### src/verilog/tss_pkg.sv
// Shared constants and types for the trigger source select block
package tss_pkg;
    localparam int ADC_W      = 12;
    localparam int MAG_W      = 16;
    localparam int DWELL_W    = 16;
    localparam int LOG_W      = 8;
    // Hysteresis around the raw sample threshold, in converter counts
    localparam logic [ADC_W-1:0] ADC_HYST = 12'h014;
    localparam logic [DWELL_W-1:0] DWELL_RST = 16'h0001;

    typedef enum logic [2:0] {
        RAW_SAMPLE_SOURCE     = 3'h0,
        LOG_MAGNITUDE_SOURCE  = 3'h1,
        EXTERNAL_ECL_SOURCE   = 3'h2,
        EXTERNAL_TTL_SOURCE   = 3'h3,
        MANUAL_LINE_SOURCE    = 3'h4,
        INSTANT_SOURCE        = 3'h5
    } tss_source_t;
    // Legacy selection shares the ECL code
    localparam tss_source_t LEGACY_EXTERNAL_SOURCE = EXTERNAL_ECL_SOURCE;

    typedef enum logic {
        RISING_EDGE_SELECT  = 1'b0,
        FALLING_EDGE_SELECT = 1'b1
    } tss_slope_t;

    typedef enum logic [1:0] {
        TSS_IDLE  = 2'h0,
        TSS_ARMED = 2'h1,
        TSS_FIRED = 2'h2
    } tss_state_t;
endpackage

### src/verilog/tss_log2.sv
// Registered log2 approximation of the magnitude (integer part plus mantissa bits)
`timescale 1ns/1ns
module tss_log2
(
    // Clock and reset
    input  wire logic                       clk,
    input  wire logic                       rst_n,
    // Linear magnitude in, log out one cycle later
    input  wire logic [tss_pkg::MAG_W-1:0] mag_in,
    input  wire logic                       mag_valid,
    output logic      [tss_pkg::LOG_W-1:0] log_out,
    output logic                            log_valid
);
    logic [tss_pkg::LOG_W-1:0] log_d;
    logic [tss_pkg::LOG_W-1:0] log_q;
    logic                      vld_q;
    logic [3:0]                msb;
    logic [tss_pkg::MAG_W-1:0] norm;

    always_comb
    begin
        msb = 4'h0;
        for (int i = 0; i < tss_pkg::MAG_W; i++)
        begin
            if (mag_in[i])
                msb = 4'(i);
        end
        norm  = mag_in << (4'hf - msb);
        // Four mantissa bits give about 0.4 dB steps, enough for a threshold
        log_d = {msb, norm[14:11]};
    end

    always_ff @(posedge clk or negedge rst_n)
    begin
        if (!rst_n)
        begin
            log_q <= 8'h00;
            vld_q <= 1'b0;
        end
        else
        begin
            log_q <= log_d;
            vld_q <= mag_valid;
        end
    end

    assign log_out   = log_q;
    assign log_valid = vld_q;
endmodule // tss_log2

### src/verilog/tss_dwell.sv
// Counts consecutive low samples before declaring the magnitude low
`timescale 1ns/1ns
module tss_dwell
(
    // Clock and reset
    input  wire logic                         clk,
    input  wire logic                         rst_n,
    // Sample stream
    input  wire logic                         clear,
    input  wire logic                         sample_valid,
    input  wire logic                         below,
    input  wire logic [tss_pkg::DWELL_W-1:0] dwell,
    output logic                              low_seen
);
    logic [tss_pkg::DWELL_W-1:0] cnt_d;
    logic [tss_pkg::DWELL_W-1:0] cnt_q;
    logic                        low_d;
    logic                        low_q;

    always_comb
    begin
        cnt_d = cnt_q;
        low_d = low_q;
        if (clear)
        begin
            cnt_d = 16'h0000;
            low_d = 1'b0;
        end
        else if (sample_valid)
        begin
            if (below)
            begin
                if (cnt_q != 16'hffff)
                    cnt_d = cnt_q + 16'h0001;
                if (cnt_q + 16'h0001 >= dwell)
                    low_d = 1'b1;
            end
            else
                cnt_d = 16'h0000;
        end
    end

    always_ff @(posedge clk or negedge rst_n)
    begin
        if (!rst_n)
        begin
            cnt_q <= 16'h0000;
            low_q <= 1'b0;
        end
        else
        begin
            cnt_q <= cnt_d;
            low_q <= low_d;
        end
    end

    assign low_seen = low_q;
endmodule // tss_dwell

### src/verilog/tss_top.sv
// Trigger source selection, slope and threshold logic driving the shared sync line
`timescale 1ns/1ns
module tss_top
(
    // Clock and reset
    input  wire logic                         clk,
    input  wire logic                         rst_n,
    // Configuration
    input  wire logic [2:0]                   source_select,
    input  wire logic                         slope,
    input  wire logic                         generation_enable,
    input  wire logic [tss_pkg::ADC_W-1:0]   adc_level,
    input  wire logic [tss_pkg::LOG_W-1:0]   mag_level,
    input  wire logic [tss_pkg::DWELL_W-1:0] mag_dwell,
    // Sample streams
    input  wire logic [tss_pkg::ADC_W-1:0]   adc_sample,
    input  wire logic                         adc_valid,
    input  wire logic [tss_pkg::MAG_W-1:0]   filt_mag,
    input  wire logic                         filt_valid,
    // Front-panel external trigger, ECL and TTL receivers
    input  wire logic                         ext_ecl_in,
    input  wire logic                         ext_ttl_in,
    // Measurement state machine
    input  wire logic                         trig_state,
    // Shared open-collector sync line
    input  wire logic                         sync_in_n,
    output logic                              sync_out_n,
    output logic                              sync_oe,
    // Status
    output logic                              meas_start,
    output logic                              own_trigger
);
    tss_pkg::tss_state_t  st_d;
    tss_pkg::tss_state_t  st_q;
    tss_pkg::tss_source_t src_d;
    tss_pkg::tss_source_t src_q;
    logic                 slope_d;
    logic                 slope_q;
    logic                 adc_hi_d;
    logic                 adc_hi_q;
    logic                 adc_ev;
    logic                 ext_d;
    logic                 ext_q;
    logic                 ext_ev;
    logic                 first_d;
    logic                 first_q;
    logic                 drive_d;
    logic                 drive_q;
    logic                 start_d;
    logic                 start_q;
    logic                 own_d;
    logic                 own_q;
    logic                 mag_ev;
    logic                 fire;
    logic                 ext_now;
    logic                 line_pulled;
    logic [tss_pkg::LOG_W-1:0] log_mag;
    logic                      log_valid;
    logic                      below;
    logic                      low_seen;
    logic signed [tss_pkg::ADC_W:0] smp;
    logic signed [tss_pkg::ADC_W:0] lvl;
    logic signed [tss_pkg::ADC_W:0] hyst;

    // Our own pull shows here too; the fired state keeps it from re-triggering
    assign line_pulled = !sync_in_n;

    tss_log2 u_log
    (
        .clk       (clk),
        .rst_n     (rst_n),
        .mag_in    (filt_mag),
        .mag_valid (filt_valid),
        .log_out   (log_mag),
        .log_valid (log_valid)
    );

    assign below = log_mag < mag_level;

    tss_dwell u_dwell
    (
        .clk          (clk),
        .rst_n        (rst_n),
        .clear        (st_q != tss_pkg::TSS_ARMED),
        .sample_valid (log_valid),
        .below        (below),
        .dwell        (mag_dwell),
        .low_seen     (low_seen)
    );

    // Crossing from a dwelled low to above the threshold
    assign mag_ev = log_valid && low_seen && !below;

    // Raw sample comparator with hysteresis band
    always_comb
    begin
        smp  = {adc_sample[tss_pkg::ADC_W-1], adc_sample};
        lvl  = {adc_level[tss_pkg::ADC_W-1], adc_level};
        hyst = {1'b0, tss_pkg::ADC_HYST};
        adc_hi_d = adc_hi_q;
        if (adc_valid)
        begin
            if (smp > lvl + hyst)
                adc_hi_d = 1'b1;
            else if (smp < lvl - hyst)
                adc_hi_d = 1'b0;
        end
        // Seed history on arming so a standing level is not an edge
        if (first_q)
            adc_ev = 1'b0;
        else
            adc_ev = (adc_hi_d != adc_hi_q) &&
                     (adc_hi_d == (slope_q == tss_pkg::RISING_EDGE_SELECT));
    end

    // External input chosen by receiver level standard
    always_comb
    begin
        ext_now = (src_q == tss_pkg::EXTERNAL_TTL_SOURCE) ? ext_ttl_in : ext_ecl_in;
        ext_d   = ext_now;
        if (first_q)
            ext_ev = 1'b0;
        else
            ext_ev = (ext_now != ext_q) &&
                     (ext_now == (slope_q == tss_pkg::RISING_EDGE_SELECT));
    end

    always_comb
    begin
        case (src_q)
            tss_pkg::RAW_SAMPLE_SOURCE:    fire = adc_ev;
            tss_pkg::LOG_MAGNITUDE_SOURCE: fire = mag_ev;
            tss_pkg::EXTERNAL_ECL_SOURCE,
            tss_pkg::EXTERNAL_TTL_SOURCE:  fire = ext_ev;
            tss_pkg::MANUAL_LINE_SOURCE:   fire = 1'b0;
            tss_pkg::INSTANT_SOURCE:       fire = 1'b1;
            default:                       fire = 1'b0;
        endcase
    end

    // Trigger sequencer
    always_comb
    begin
        st_d    = st_q;
        src_d   = src_q;
        slope_d = slope_q;
        first_d = 1'b0;
        drive_d = 1'b0;
        start_d = 1'b0;
        own_d   = 1'b0;
        case (st_q)
            tss_pkg::TSS_IDLE:
            begin
                if (trig_state)
                begin
                    // Latch source and slope only on entry
                    src_d   = tss_pkg::tss_source_t'(source_select);
                    slope_d = slope;
                    first_d = 1'b1;
                    st_d    = tss_pkg::TSS_ARMED;
                end
            end
            tss_pkg::TSS_ARMED:
            begin
                if (!trig_state)
                    st_d = tss_pkg::TSS_IDLE;
                else if (line_pulled)
                begin
                    start_d = 1'b1;
                    st_d    = tss_pkg::TSS_FIRED;
                end
                else if (fire && generation_enable)
                begin
                    drive_d = 1'b1;
                    start_d = 1'b1;
                    own_d   = 1'b1;
                    st_d    = tss_pkg::TSS_FIRED;
                end
            end
            tss_pkg::TSS_FIRED:
            begin
                // Hold the line until the measurement leaves trigger state
                drive_d = drive_q && trig_state;
                if (!trig_state)
                    st_d = tss_pkg::TSS_IDLE;
            end
            default:
                st_d = tss_pkg::TSS_IDLE;
        endcase
    end

    always_ff @(posedge clk or negedge rst_n)
    begin
        if (!rst_n)
        begin
            st_q     <= tss_pkg::TSS_IDLE;
            src_q    <= tss_pkg::RAW_SAMPLE_SOURCE;
            slope_q  <= tss_pkg::RISING_EDGE_SELECT;
            adc_hi_q <= 1'b0;
            ext_q    <= 1'b0;
            first_q  <= 1'b0;
            drive_q  <= 1'b0;
            start_q  <= 1'b0;
            own_q    <= 1'b0;
        end
        else
        begin
            st_q     <= st_d;
            src_q    <= src_d;
            slope_q  <= slope_d;
            adc_hi_q <= adc_hi_d;
            ext_q    <= ext_d;
            first_q  <= first_d;
            drive_q  <= drive_d;
            start_q  <= start_d;
            own_q    <= own_d;
        end
    end

    // Open collector: only the enable moves, the level is always low
    assign sync_out_n  = 1'b0;
    assign sync_oe     = drive_q;
    assign meas_start  = start_q;
    assign own_trigger = own_q;

    drive_needs_armed_a: assert property (@(posedge clk) disable iff (!rst_n)
        $rose(drive_q) |-> $past(st_q) == tss_pkg::TSS_ARMED && $past(sync_in_n))
        else $error("sync driven outside armed state or with line pulled");
    gen_disable_a: assert property (@(posedge clk) disable iff (!rst_n)
        !generation_enable |=> !$rose(own_q))
        else $error("own trigger while generation disabled");
    manual_no_fire_a: assert property (@(posedge clk) disable iff (!rst_n)
        own_q |-> $past(src_q) != tss_pkg::MANUAL_LINE_SOURCE)
        else $error("manual source generated a trigger");
    instant_fire_a: assert property (@(posedge clk) disable iff (!rst_n)
        (st_q == tss_pkg::TSS_ARMED && src_q == tss_pkg::INSTANT_SOURCE && trig_state
         && sync_in_n && generation_enable) |=> own_q && meas_start)
        else $error("instant source did not fire at once");
    follow_line_a: assert property (@(posedge clk) disable iff (!rst_n)
        (st_q == tss_pkg::TSS_ARMED && trig_state && !sync_in_n) |=> meas_start)
        else $error("pulled sync line did not start measurement");
    mag_low_first_a: assert property (@(posedge clk) disable iff (!rst_n)
        (own_q && src_q == tss_pkg::LOG_MAGNITUDE_SOURCE) |-> $past(low_seen))
        else $error("magnitude trigger without dwelled low");
    src_stable_a: assert property (@(posedge clk) disable iff (!rst_n)
        st_q != tss_pkg::TSS_IDLE |=> $stable(src_q))
        else $error("source changed while armed");
    adc_hyst_a: assert property (@(posedge clk) disable iff (!rst_n)
        (own_q && src_q == tss_pkg::RAW_SAMPLE_SOURCE
         && slope_q == tss_pkg::RISING_EDGE_SELECT) |-> adc_hi_q)
        else $error("rising raw trigger without high state");
    start_once_a: assert property (@(posedge clk) disable iff (!rst_n)
        meas_start |=> !meas_start)
        else $error("measurement start longer than one cycle");

    // Quiet sources, start only in the fired state, the held line and edge direction
    trig_low_quiet_a: assert property (@(posedge clk) disable iff (!rst_n)
        !trig_state |=> !meas_start)
        else $error("measurement started outside trigger state");
    start_fired_a: assert property (@(posedge clk) disable iff (!rst_n)
        meas_start |-> st_q == tss_pkg::TSS_FIRED)
        else $error("measurement start without leaving armed state");
    own_drives_line_a: assert property (@(posedge clk) disable iff (!rst_n)
        own_trigger |-> sync_oe)
        else $error("own trigger without pulling the sync line");
    line_hold_a: assert property (@(posedge clk) disable iff (!rst_n)
        (sync_oe && trig_state) |=> sync_oe)
        else $error("sync line released while trigger state lasts");
    manual_quiet_a: assert property (@(posedge clk) disable iff (!rst_n)
        (st_q == tss_pkg::TSS_ARMED && src_q == tss_pkg::MANUAL_LINE_SOURCE && sync_in_n)
        |=> !meas_start)
        else $error("manual source started without a line pull");
    unknown_code_quiet_a: assert property (@(posedge clk) disable iff (!rst_n)
        (st_q == tss_pkg::TSS_ARMED && src_q > tss_pkg::INSTANT_SOURCE && sync_in_n)
        |=> !meas_start)
        else $error("unused source code started a measurement");
    ext_rise_a: assert property (@(posedge clk) disable iff (!rst_n)
        (own_q && slope_q == tss_pkg::RISING_EDGE_SELECT
         && (src_q == tss_pkg::EXTERNAL_ECL_SOURCE || src_q == tss_pkg::EXTERNAL_TTL_SOURCE))
        |-> ext_q)
        else $error("rising external trigger without high input");
    adc_fall_a: assert property (@(posedge clk) disable iff (!rst_n)
        (own_q && src_q == tss_pkg::RAW_SAMPLE_SOURCE
         && slope_q == tss_pkg::FALLING_EDGE_SELECT) |-> !adc_hi_q)
        else $error("falling raw trigger without low state");
endmodule // tss_top

### config.mk
export PLATFORM = sky130hd
export DESIGN_NAME = tss_top
export DESIGN_NICKNAME = d
export VERILOG_FILES = /design/src/verilog/tss_pkg.sv /design/src/verilog/tss_log2.sv /design/src/verilog/tss_dwell.sv /design/src/verilog/tss_top.sv
export SDC_FILE = /design/constraint.sdc
export NUM_CORES = 1
export LEC_CHECK = 0
export BUFFER_PORTS_ARGS = -buffer_cell sky130_fd_sc_hd__buf_2
export CAP_MARGIN = 10
export CORE_MARGIN = 2
export CORE_UTILIZATION = 40
export CTS_BUF_LIST = sky130_fd_sc_hd__clkbuf_4
export DETAILED_ROUTE_END_ITERATION = 8
export PLACE_DENSITY = 0.62
export SLEW_MARGIN = 20
export SYNTH_ARGS = -nofsm -noshare
export SYNTH_HDL_FRONTEND = slang
export SYNTH_SLANG_ARGS = --single-unit
### constraint.sdc
create_clock -name clk -period 3.1 [get_ports clk]
set_input_delay 0.155 -clock clk [delete_from_list [all_inputs] [get_ports clk]]
set_output_delay 0.155 -clock clk [all_outputs]
set_load 0.01 [all_outputs]
# Word level (Yosys, flattened, before mapping)

Cells that the tools add are included.

Memory bits (writable): 0
ROM bits: 0
Memories kept: 0
Input port bits: 77
Flip-flop bits (word level): 38
Bits in latches: 0

$lt $le $gt $ge: 4
Equal/unequal tests: 16
Bitwise operators: 1
Mux-type cells: 46
Shift operators: 1
$add $sub $neg: 4
Div/mod/pow operators: 0
Multipliers: 0
Reductions and logical operators: 17

Operators with widths:

| operator                | count |
|---|---|
| $mux W16                | 4 |
| $mux W4                 | 14 |
| $mux W1                 | 20 |
| $add A16 B1 Y16 const B | 1 |
| $ge A16 B16 Y1          | 1 |
| $ne A16 B16 Y1 const B  | 1 |
| $shl A16 B4 Y15         | 1 |
| $add A12 B6 Y13 const B | 1 |
| $gt A12 B13 Y1          | 1 |
| $lt A12 B13 Y1          | 1 |
| $sub A12 B6 Y13 const B | 1 |
| $mux W2                 | 5 |
| $lt A8 B8 Y1            | 1 |
| $eq A3 B2 Y1 const B    | 2 |
| $logic_and A1 B1 Y1     | 6 |
| $pmux W2 S3             | 1 |
| $reduce_and A3 Y1       | 2 |
| $reduce_bool A2 Y1      | 3 |
| $ne A2 B2 Y1 const B    | 2 |
| $ne A4 B4 Y1 const B    | 1 |
| $pmux W1 S4             | 1 |
| $reduce_and A2 Y1       | 2 |
| $sub A4 B4 Y4 const A   | 1 |
| $eq A3 B1 Y1 const B    | 1 |
| other kinds (13)        | 15 |

# Logic depth before layout (Yosys ltp)

Gate-level depths: netlist of run 1.

Depth in word-level cells: 17
Depth in mapped cells: 14
Gate-level depth less buffers: 13

# Cells and area by module

A second synthesis of run 1 with hierarchy kept.

Cell total of the unflattened synthesis: 507
Area, all modules: 4215.3 um^2

By module, submodules not included:

| module    | cells each | area each (um^2) | instances |
|---|---|---|---|
| tss_top   | 199        | 1687.9           | 1 |
| tss_dwell | 198        | 1625.3           | 1 |
| tss_log2  | 110        | 902.1            | 1 |

# Worst setup path after synthesis of run 1

OpenSTA, ideal clock, no wires.

Path type: input to register
Start point: input adc_level[5] (netlist bit)
End point: register st_q[1]
Stages on the path: 12
Data arrival time: 2.698 ns
Slack: 0.278 ns
Setup time: 0.124 ns
Cells stage by stage: clkbuf_1 > nand3_1 > o21bai_1 > nor2_1 > xnor2_1 > ha_1 > nand4_1 > o41ai_1 > a41oi_1 > a2111o_1 > and2_1 > a211o_1

Cells in the longest elaborated chain, start to end: 12
Elaborated cells between the ends (all ways): 15
Classes of those cells: add/sub (2); order compare (2); eq/ne (3); mux (5); reduce/logical (3)

RTL lines:

| what                                                | RTL line                       | text |
|---|---|---|
| start: declaration                                  | tss_top.sv:12                  | `input wire logic [tss_pkg::ADC_W-1:0] adc_level,` |
| $sub A12 B6 Y13                                     | tss_top.sv:105                 | `else if (smp < lvl - hyst)` |
| $lt A12 B13 Y1                                      | tss_top.sv:105                 |  |
| $mux W1                                             | tss_top.sv:105                 |  |
| $mux W1 (*)                                         | tss_top.sv:103                 | `if (smp > lvl + hyst)` |
| $mux W1 (*)                                         | tss_top.sv:101                 | `if (adc_valid)` |
| $ne A1 B1 Y1 / $eq A1 B1 Y1 (equally long branches) | tss_top.sv:112, tss_top.sv:113 |  |
| $logic_and A1 B1 Y1 (*)                             | tss_top.sv:112                 | `adc_ev = (adc_hi_d != adc_hi_q) &&` |
| $mux W1 (*)                                         | tss_top.sv:109                 | `if (first_q)` |
| $pmux W1 S4 (*)                                     | tss_top.sv:130                 | `case (src_q)` |
| $logic_and A1 B1 Y1 (*)                             | tss_top.sv:172                 | `else if (fire && generation_enable)` |
| $ne A4 B4 Y1 (no line) (*)                          | -                              |  |
| $reduce_and A3 Y1 (no line) (*)                     | -                              |  |
| end signal: assignment                              | tss_top.sv:196                 | `st_q <= tss_pkg::TSS_IDLE;` |
| end signal: assignment                              | tss_top.sv:208                 | `st_q <= st_d;` |
| end: declaration                                    | tss_top.sv:34                  | `tss_pkg::tss_state_t st_q;` |

Mark *: on every way between the ends. The rest lies on a longest branch, timed or not.
A chain may end at the register's enable or synchronous reset.

# Worst setup path in the final report of run 1

Start point: register u_dwell.cnt_q[0] (netlist bit)
End point: register u_dwell.low_q (netlist: u_dwell.low_seen)

Cells in the longest elaborated chain, start to end: 4

RTL lines:

| what                         | RTL line        | text |
|---|---|---|
| start: declaration           | tss_dwell.sv:16 | `logic [tss_pkg::DWELL_W-1:0] cnt_q;` |
| start signal: assignment     | tss_dwell.sv:52 | `cnt_q <= cnt_d;` |
| $add A16 B1 Y16              | tss_dwell.sv:35 | `if (cnt_q + 16'h0001 >= dwell)` |
| $ge A16 B16 Y1               | tss_dwell.sv:35 |  |
| $reduce_bool A2 Y1 (no line) | -               |  |
| $reduce_and A3 Y1 (no line)  | -               |  |
| end signal: assignment       | tss_dwell.sv:53 | `low_q <= low_d;` |
| end: declaration             | tss_dwell.sv:18 | `logic low_q;` |

No other way between the ends.

==> results of run 1 <==
logic make-up (layout without fill, tap and decap cells):
logic type,count (synthesis),count (layout)
adders and majority gates,52,52
AOI/OAI and AO/OA,121,121
and+or+nand+nor,140,140
other,1,1
xor gates and xnor gates,29,29
DFF,38,38
muxes,29,29
buffers and inverters,58,134
where the power goes:
part	switching [mW]	internal (mW)	leakage (nW)
clock network	0.175	0.169	0.0374
logic	0.355	0.294	1.75
registers	0.0582	0.561	0.482
through the flow:
step                       util  instances
after floorplan               -        468
after global placement    0.461        667
after detailed placement  0.461        667
after CTS                 0.472        677
after global routing      0.472        677
final                     0.472        677
per-layer routing:
| metal | global-route usage | wire, um |
|---|---|---|
| met1 | 0.230 | 4370 |
| met5 | 0 | 0 |
| met3 | 0.0245 | 344 |
| met2 | 0.304 | 4450 |
| met4 | 0.0270 | 72 |
cells in the final DEF (no fill, tap or decap), drive strengths merged, types with 9 or more instances in the layout:
| master | instances |
|---|---|
| dfrtp | 38 |
| nand2 | 29 |
| xor2 | 14 |
| buf | 83 |
| ha | 52 |
| inv | 40 |
| nor2 | 36 |
| a21oi | 25 |
| o31ai | 9 |
| o21ai | 33 |
| mux2i | 20 |
| nor3 | 11 |
| nand3 | 17 |
| xnor2 | 15 |
| a21o | 9 |
| mux2 | 9 |
worst register-to-register path, stage by stage, from the launching register on:
cell and delay (ns):
dfrtp_1 0.48, ha_1 0.28, nand3_2 0.15, or2_2 0.39, nor2_1 0.18, xor2_1 0.18, ha_1 0.27, a21oi_1 0.15
a21boi_0 0.10, a211oi_1 0.34, o31ai_1 0.12
registers in the layout, summed over array words and instances, names as in the netlist:
register / count
u_log.log_valid: 1
sync_oe: 1
src_q: 3
u_log.log_out: 8
ext_q: 1
u_dwell.low_seen: 1
slope_q: 1
u_dwell.cnt_q: 16
adc_hi_q: 1
own_trigger: 1
first_q: 1
st_q: 2
meas_start: 1
worst min path at each step:
stage	slack (ns)	depth (start not counted)	from	endpoint
floorplan	-0.14	0	rst_n	adc_hi_q
global placement	0.27	1	filt_valid	u_log.log_valid
detailed placement	0.27	1	filt_valid	u_log.log_valid
CTS	0.03	2	sync_in_n	meas_start
global route	0.03	2	source_select[2]	src_q[2]
finish	0.05	2	slope	slope_q
cell type report:
cell class | count | area, sq um
Multi-Input combinational cell | 372 | 2790
Fill cell | 979 | 5140
Sequential cell | 38 | 951
Clock inverter | 3 | 45.0
Timing Repair Buffer | 85 | 445
Tap cell | 133 | 166
Inverter | 41 | 154
Clock buffer | 5 | 37.5
==> impl_metrics.json, run 1 <==
{
  "htreeDepth": 2,
  "endpoint_kind": "register",
  "grt_max_degree": 39,
  "post-route-min-period_ns": 2.77,
  "clk_latency_ns": 0.36,
  "critPathLaunchType": "register",
  "cts_buffer_depth": 2,
  "yosysTopAreaCellShare": 0.239,
  "drt.antenna.violating_nets": 0,
  "maxCapViolations": 0,
  "routed_wl_mm": 9.23,
  "worst_path_largest_cell_delay_ns": 0.48,
  "pre_cts_ws_ns": 0.0322,
  "timing.fmax_mhz": 361,
  "clk_pin_slew_worst_paths_ns": 0.14,
  "area_growth_syn_to_layout_pct": 15.2,
  "die_h_um": 104,
  "row_count": 36,
  "whs_ns": 0.0453,
  "peakVddDrop_mv": 0.197,
  "crit_end": "u_dwell.low_seen",
  "dieArea_sq_mm": 0.0108,
  "startpoint": "u_dwell.cnt_q[0]",
  "reg2reg_from": "u_dwell.cnt_q[0]",
  "drt_first_pass_iters": 4,
  "yosysWarnings": 0,
  "synth_fp_nets": 597,
  "yosysTopAreaCell": "dfrtp_1",
  "antenna_cells": 0,
  "synthTopCellsByArea": "dfrtp_1 (24%), ha_1 (16%), mux2i_1 (5.0%)",
  "reg2regPathDepth": 10,
  "cp.arrival_ns": 2.99,
  "cp_slowest_cell": "dfrtp_1",
  "ios": 81,
  "syn_avg_cell_area_sq_um": 8.52,
  "place_congestion": 0.871,
  "ys_seq_elements": 38,
  "total_power_mw": 1.61,
  "drc_errors": 0,
  "async_reset_ff_frac": 1.00,
  "vias_per_cell": 5.24,
  "die_x_um": 104,
  "synth_edf_count": 0,
  "dr_total_vias": 3547,
  "hpwlAfterDp_mm": 7.56,
  "netlist_instances": 468,
  "final_area_sq_mm": 0.00459,
  "cts_sinks": 38,
  "grt_usage": 0.173,
  "grt.overflow.total": 0,
  "required_ns": 3.32,
  "r2r-end": "u_dwell.low_seen",
  "report.final.hold_viol_count": 0,
  "ys_types": 65,
  "hold_buffers": 2,
  "ys_seq_area_frac": 0.239,
  "finClkSkew_ns": 0.0216,
  "wl_per_cell_um": 13.6,
  "crit_type": "register to register",
  "crit_fanout": 6,
  "period_share": 0.894,
  "initial_core_util": 0.410,
  "setup_viol": 0,
  "cp.depth": 10,
  "synth_simple_gate_area_frac": 0.178,
  "yosysMostFrequentCell": "ha_1",
  "io_buffers": 79,
  "slew_violations": 0,
  "synth_compound_area_frac": 0.219,
  "grt_pass1_vias": 3456,
  "rsz0062_at_grt": "false",
  "drtIter0Drc": 143,
  "cts_tree": "built",
  "hold_class": "input pin to register",
  "syn_area_sq_mm": 0.00399,
  "synth_top_family_by_area": "compound AO/OA/AOI/OAI gates",
  "place_area_sq_mm": 0.00449,
  "cpMostUsedCell": "ha_1",
  "antenna_found_initial": 0,
  "post_cts_buffers": 0,
  "synthMuxAreaShare": 0.0756,
  "core_sq_mm": 0.00973,
  "worst_pin_slew_ns": 0.869,
  "reg2reg_slack_ns": 0.33,
  "finalWorstSetupSlack_ns": 0.330,
  "relSlewSlack": 0.420,
  "root_buffer": "clkbuf_4",
  "drive_gt1_frac": 0.215,
  "fin_setup_tns_ns": 0,
  "grt_pass1_wl_mm": 15.7,
  "synth_xor_area_frac": 0.0637,
  "nets": 672,
  "postCtsResizedCells": 0,
  "ys.flop_type": "dfrtp_1",
  "synth_top_cells_by_count": "ha_1 (52), inv_1 (39), dfrtp_1 (38)",
  "critical_path_buf_inv_count": 0,
  "power_density_mw_per_mm2": 351,
  "crit_family": "simple AND/OR/NAND/NOR gates",
  "cts_buffers": 5,
  "outcome": "finished clean",
  "synth_fa_ha_area_frac": 0.163,
  "crit_chain": "ha_1 > nand3_2 > or2_2 > nor2_1 > xor2_1 > ha_1 > a21oi_1 > a21boi_0 > a211oi_1 > o31ai_1",
  "power.leakage_nw": 2.27
}
(Power assumes the default switching activity.)
==> inputs of run 2 (changes only) <==
--- a/config.mk
+++ b/config.mk
@@ -9,7 +9,8 @@
 export CAP_MARGIN = 10
 export CORE_MARGIN = 2
 export CORE_UTILIZATION = 40
-export CTS_BUF_LIST = sky130_fd_sc_hd__clkbuf_4
+export CTS_BUF_LIST = sky130_fd_sc_hd__clkbuf_8
+export CTS_CLUSTER_SIZE = 8
 export DETAILED_ROUTE_END_ITERATION = 8
 export PLACE_DENSITY = 0.62
 export SLEW_MARGIN = 20
==> run 2 against run 1 <==
  * Total power grew 4.9%
  * Maximum frequency decreased by 0.25%
  * Die area did not move
  * Critical path depth up 2
  * Count of clock-buffer cells in the layout unchanged
  * Non-clock buffer count is the same
  * First-iteration DRC count grew 2.1%
  * Final cell count did not move
  * Sequential power about the same
  * Combinational power hardly changed
  * Via count grew 0.34%
  * Flip-flop and latch count is the same
==> impl_metrics.json, run 2 (synthesis results as in run 1) <==
{
  "maxCapViolations": 0,
  "rsz0062_at_grt": "false",
  "setup_viol": 0,
  "grt_pass1_wl_mm": 15.7,
  "crit_fanout": 5,
  "peakVddDrop_mv": 0.214,
  "ios": 81,
  "reg2reg_from": "u_dwell.cnt_q[0]",
  "root_buffer": "clkbuf_8",
  "reg2reg_slack_ns": 0.34,
  "routed_wl_mm": 9.23,
  "wl_per_cell_um": 13.6,
  "fin_setup_tns_ns": 0,
  "hold_path_end": "slope_q",
  "final_cells": 677,
  "outcome": "finished clean",
  "largest_reg_flops": 16,
  "hold_buffers": 2,
  "cts_buffer_depth": 2,
  "seqCellArea_sq_um": 951,
  "antenna_cells": 0,
  "dieArea_sq_mm": 0.0108,
  "cp.arrival_ns": 2.96,
  "crit_chain": "buf_2 > ha_1 > o21bai_1 > nor2_1 > xnor2_1 > ha_1 > nand4_1 > o41ai_1 > a41oi_1 > a2111o_1 > and2_1 > a211o_1",
  "reg2regPathDepth": 10,
  "cpMostUsedCell": "ha_1",
  "clk_latency_ns": 0.30,
  "area_growth_syn_to_layout_pct": 15.9,
  "multi_input_area_sq_mm": 0.00279,
  "cts_tree": "built",
  "timing.fmax_mhz": 360,
  "relSlewSlack": 0.418,
  "dp_cells": 667,
  "post_cts_buffers": 0,
  "hold_class": "input pin to register",
  "antenna_found_initial": 0,
  "r2r-end": "u_dwell.low_seen",
  "cts_buffers": 5,
  "row_count": 36,
  "worst_pin_slew_ns": 0.873,
  "power_density_mw_per_mm2": 366,
  "power_frac_seq": 0.366,
  "drtIter0Drc": 146,
  "post-route-min-period_ns": 2.78,
  "drt.antenna.violating_nets": 0,
  "grt_max_degree": 39,
  "worst_path_largest_cell_delay_ns": 0.50,
  "switching_share": 0.353,
  "die_h_um": 104,
  "cp_slowest_cell": "a2111o_1",
  "period_share": 0.896,
  "holdPathStages": 2,
  "min_from": "slope",
  "cts_sinks": 38,
  "drc_errors": 0,
  "layout_commonest_cell": "buf_2",
  "nets": 672,
  "top_usage_layer": "met2",
  "grt_pass1_vias": 3471,
  "initial_core_util": 0.410,
  "critPathLaunchType": "input pin",
  "required_ns": 3.28,
  "grt.overflow.total": 0,
  "vias_per_cell": 5.26,
  "drt_first_pass_iters": 4,
  "slew_violations": 0,
  "clkPwrFrac": 0.250,
  "clk_pin_slew_worst_paths_ns": 0.07,
  "p_sw_uw": 597,
  "io_buffers": 79,
  "postCtsResizedCells": 0,
  "fill_cells": 980,
  "final_cell_mix": "buf_2 (79), ha_1 (52), inv_1 (39)",
  "finish.utilization": 0.475,
  "drive_gt1_frac": 0.215,
  "endpoint_kind": "register",
  "die_x_um": 104,
  "grt_usage": 0.174,
  "combPwrFrac": 0.383,
  "grtUsageMet1": 0.226,
  "finClkSkew_ns": 0.0106,
  "use_met3": 0.0271,
  "crit_type": "input pin to register",
  "place_congestion": 0.871,
  "power.leakage_nw": 2.28,
  "dr_total_vias": 3559,
  "top_register": "u_dwell.cnt_q",
  "hpwlAfterDp_mm": 7.56,
  "htreeDepth": 2,
  "core_sq_mm": 0.00973,
  "report.final.hold_viol_count": 0,
  "met2_usage": 0.303,
  "p_int_mw": 1.09
}
-- run 2: how the worst max path moves through the flow --
stage                           from          endpoint  slack (ns)
floorplan               adc_level[5]           st_q[1]        0.28
global placement        adc_level[2]           st_q[1]        0.16
detailed placement      adc_level[2]           st_q[1]        0.03
CTS                 u_dwell.cnt_q[0]  u_dwell.low_seen        0.30
global route        u_dwell.cnt_q[0]  u_dwell.low_seen        0.03
finish                  adc_level[2]           st_q[1]        0.32
-- run 2: worst max-delay path: cells and delay by family --
kind | cells | cell delay [ns]
fa+ha+maj | 2 | 0.54
xor+xnor | 1 | 0.14
simple gates | 3 | 0.45
buf+inv | 1 | 0.13
compound gates | 5 | 1.55
-- run 2: final cells by class --
class / instances / share of cell area
timing repair buffer: 85 / 0.0964
clock inverter: 3 / 0.00975
clock buffer: 5 / 0.0149
multi-input combinational: 372 / 0.604
sequential: 38 / 0.206
tap: 133 / 0.0360
inverter: 41 / 0.0333
-- run 2: metrics by stage --
| stage | total power, mW | instance area [sq um] | worst slack [ns] | hold slack (ns) |
|---|---|---|---|---|
| final | 1.69 | 4620 | 0.323 | 0.101 |
| after global routing | 1.82 | 4620 | 0.0341 | 0.0977 |
| after CTS | 1.71 | 4620 | 0.298 | 0.0916 |
| after detailed placement | 1.27 | 4490 | 0.0322 | 0.268 |
| after global placement | 1.26 | 4490 | 0.160 | 0.269 |
| after floorplan | 1.08 | 3990 | 0.278 | -0.141 |
-- run 2: layer usage --
layer | vias up | wire (um)
met5 | - | 0
met4 | 0 | 101
met3 | 10 | 367
met2 | 84 | 4430
met1 | 1628 | 4330
li1 | 1837 | -
-- run 2: power groups by stage --
| stage | Sequential, mW | Clock (mW) | Combinational, mW |
|---|---|---|---|
| floorplan | 0.611 | 0 | 0.465 |
| global route | 0.629 | 0.460 | 0.735 |
| global placement | 0.625 | 0 | 0.630 |
| CTS | 0.620 | 0.439 | 0.652 |
| detailed placement | 0.627 | 0 | 0.646 |
| finish | 0.620 | 0.423 | 0.649 |
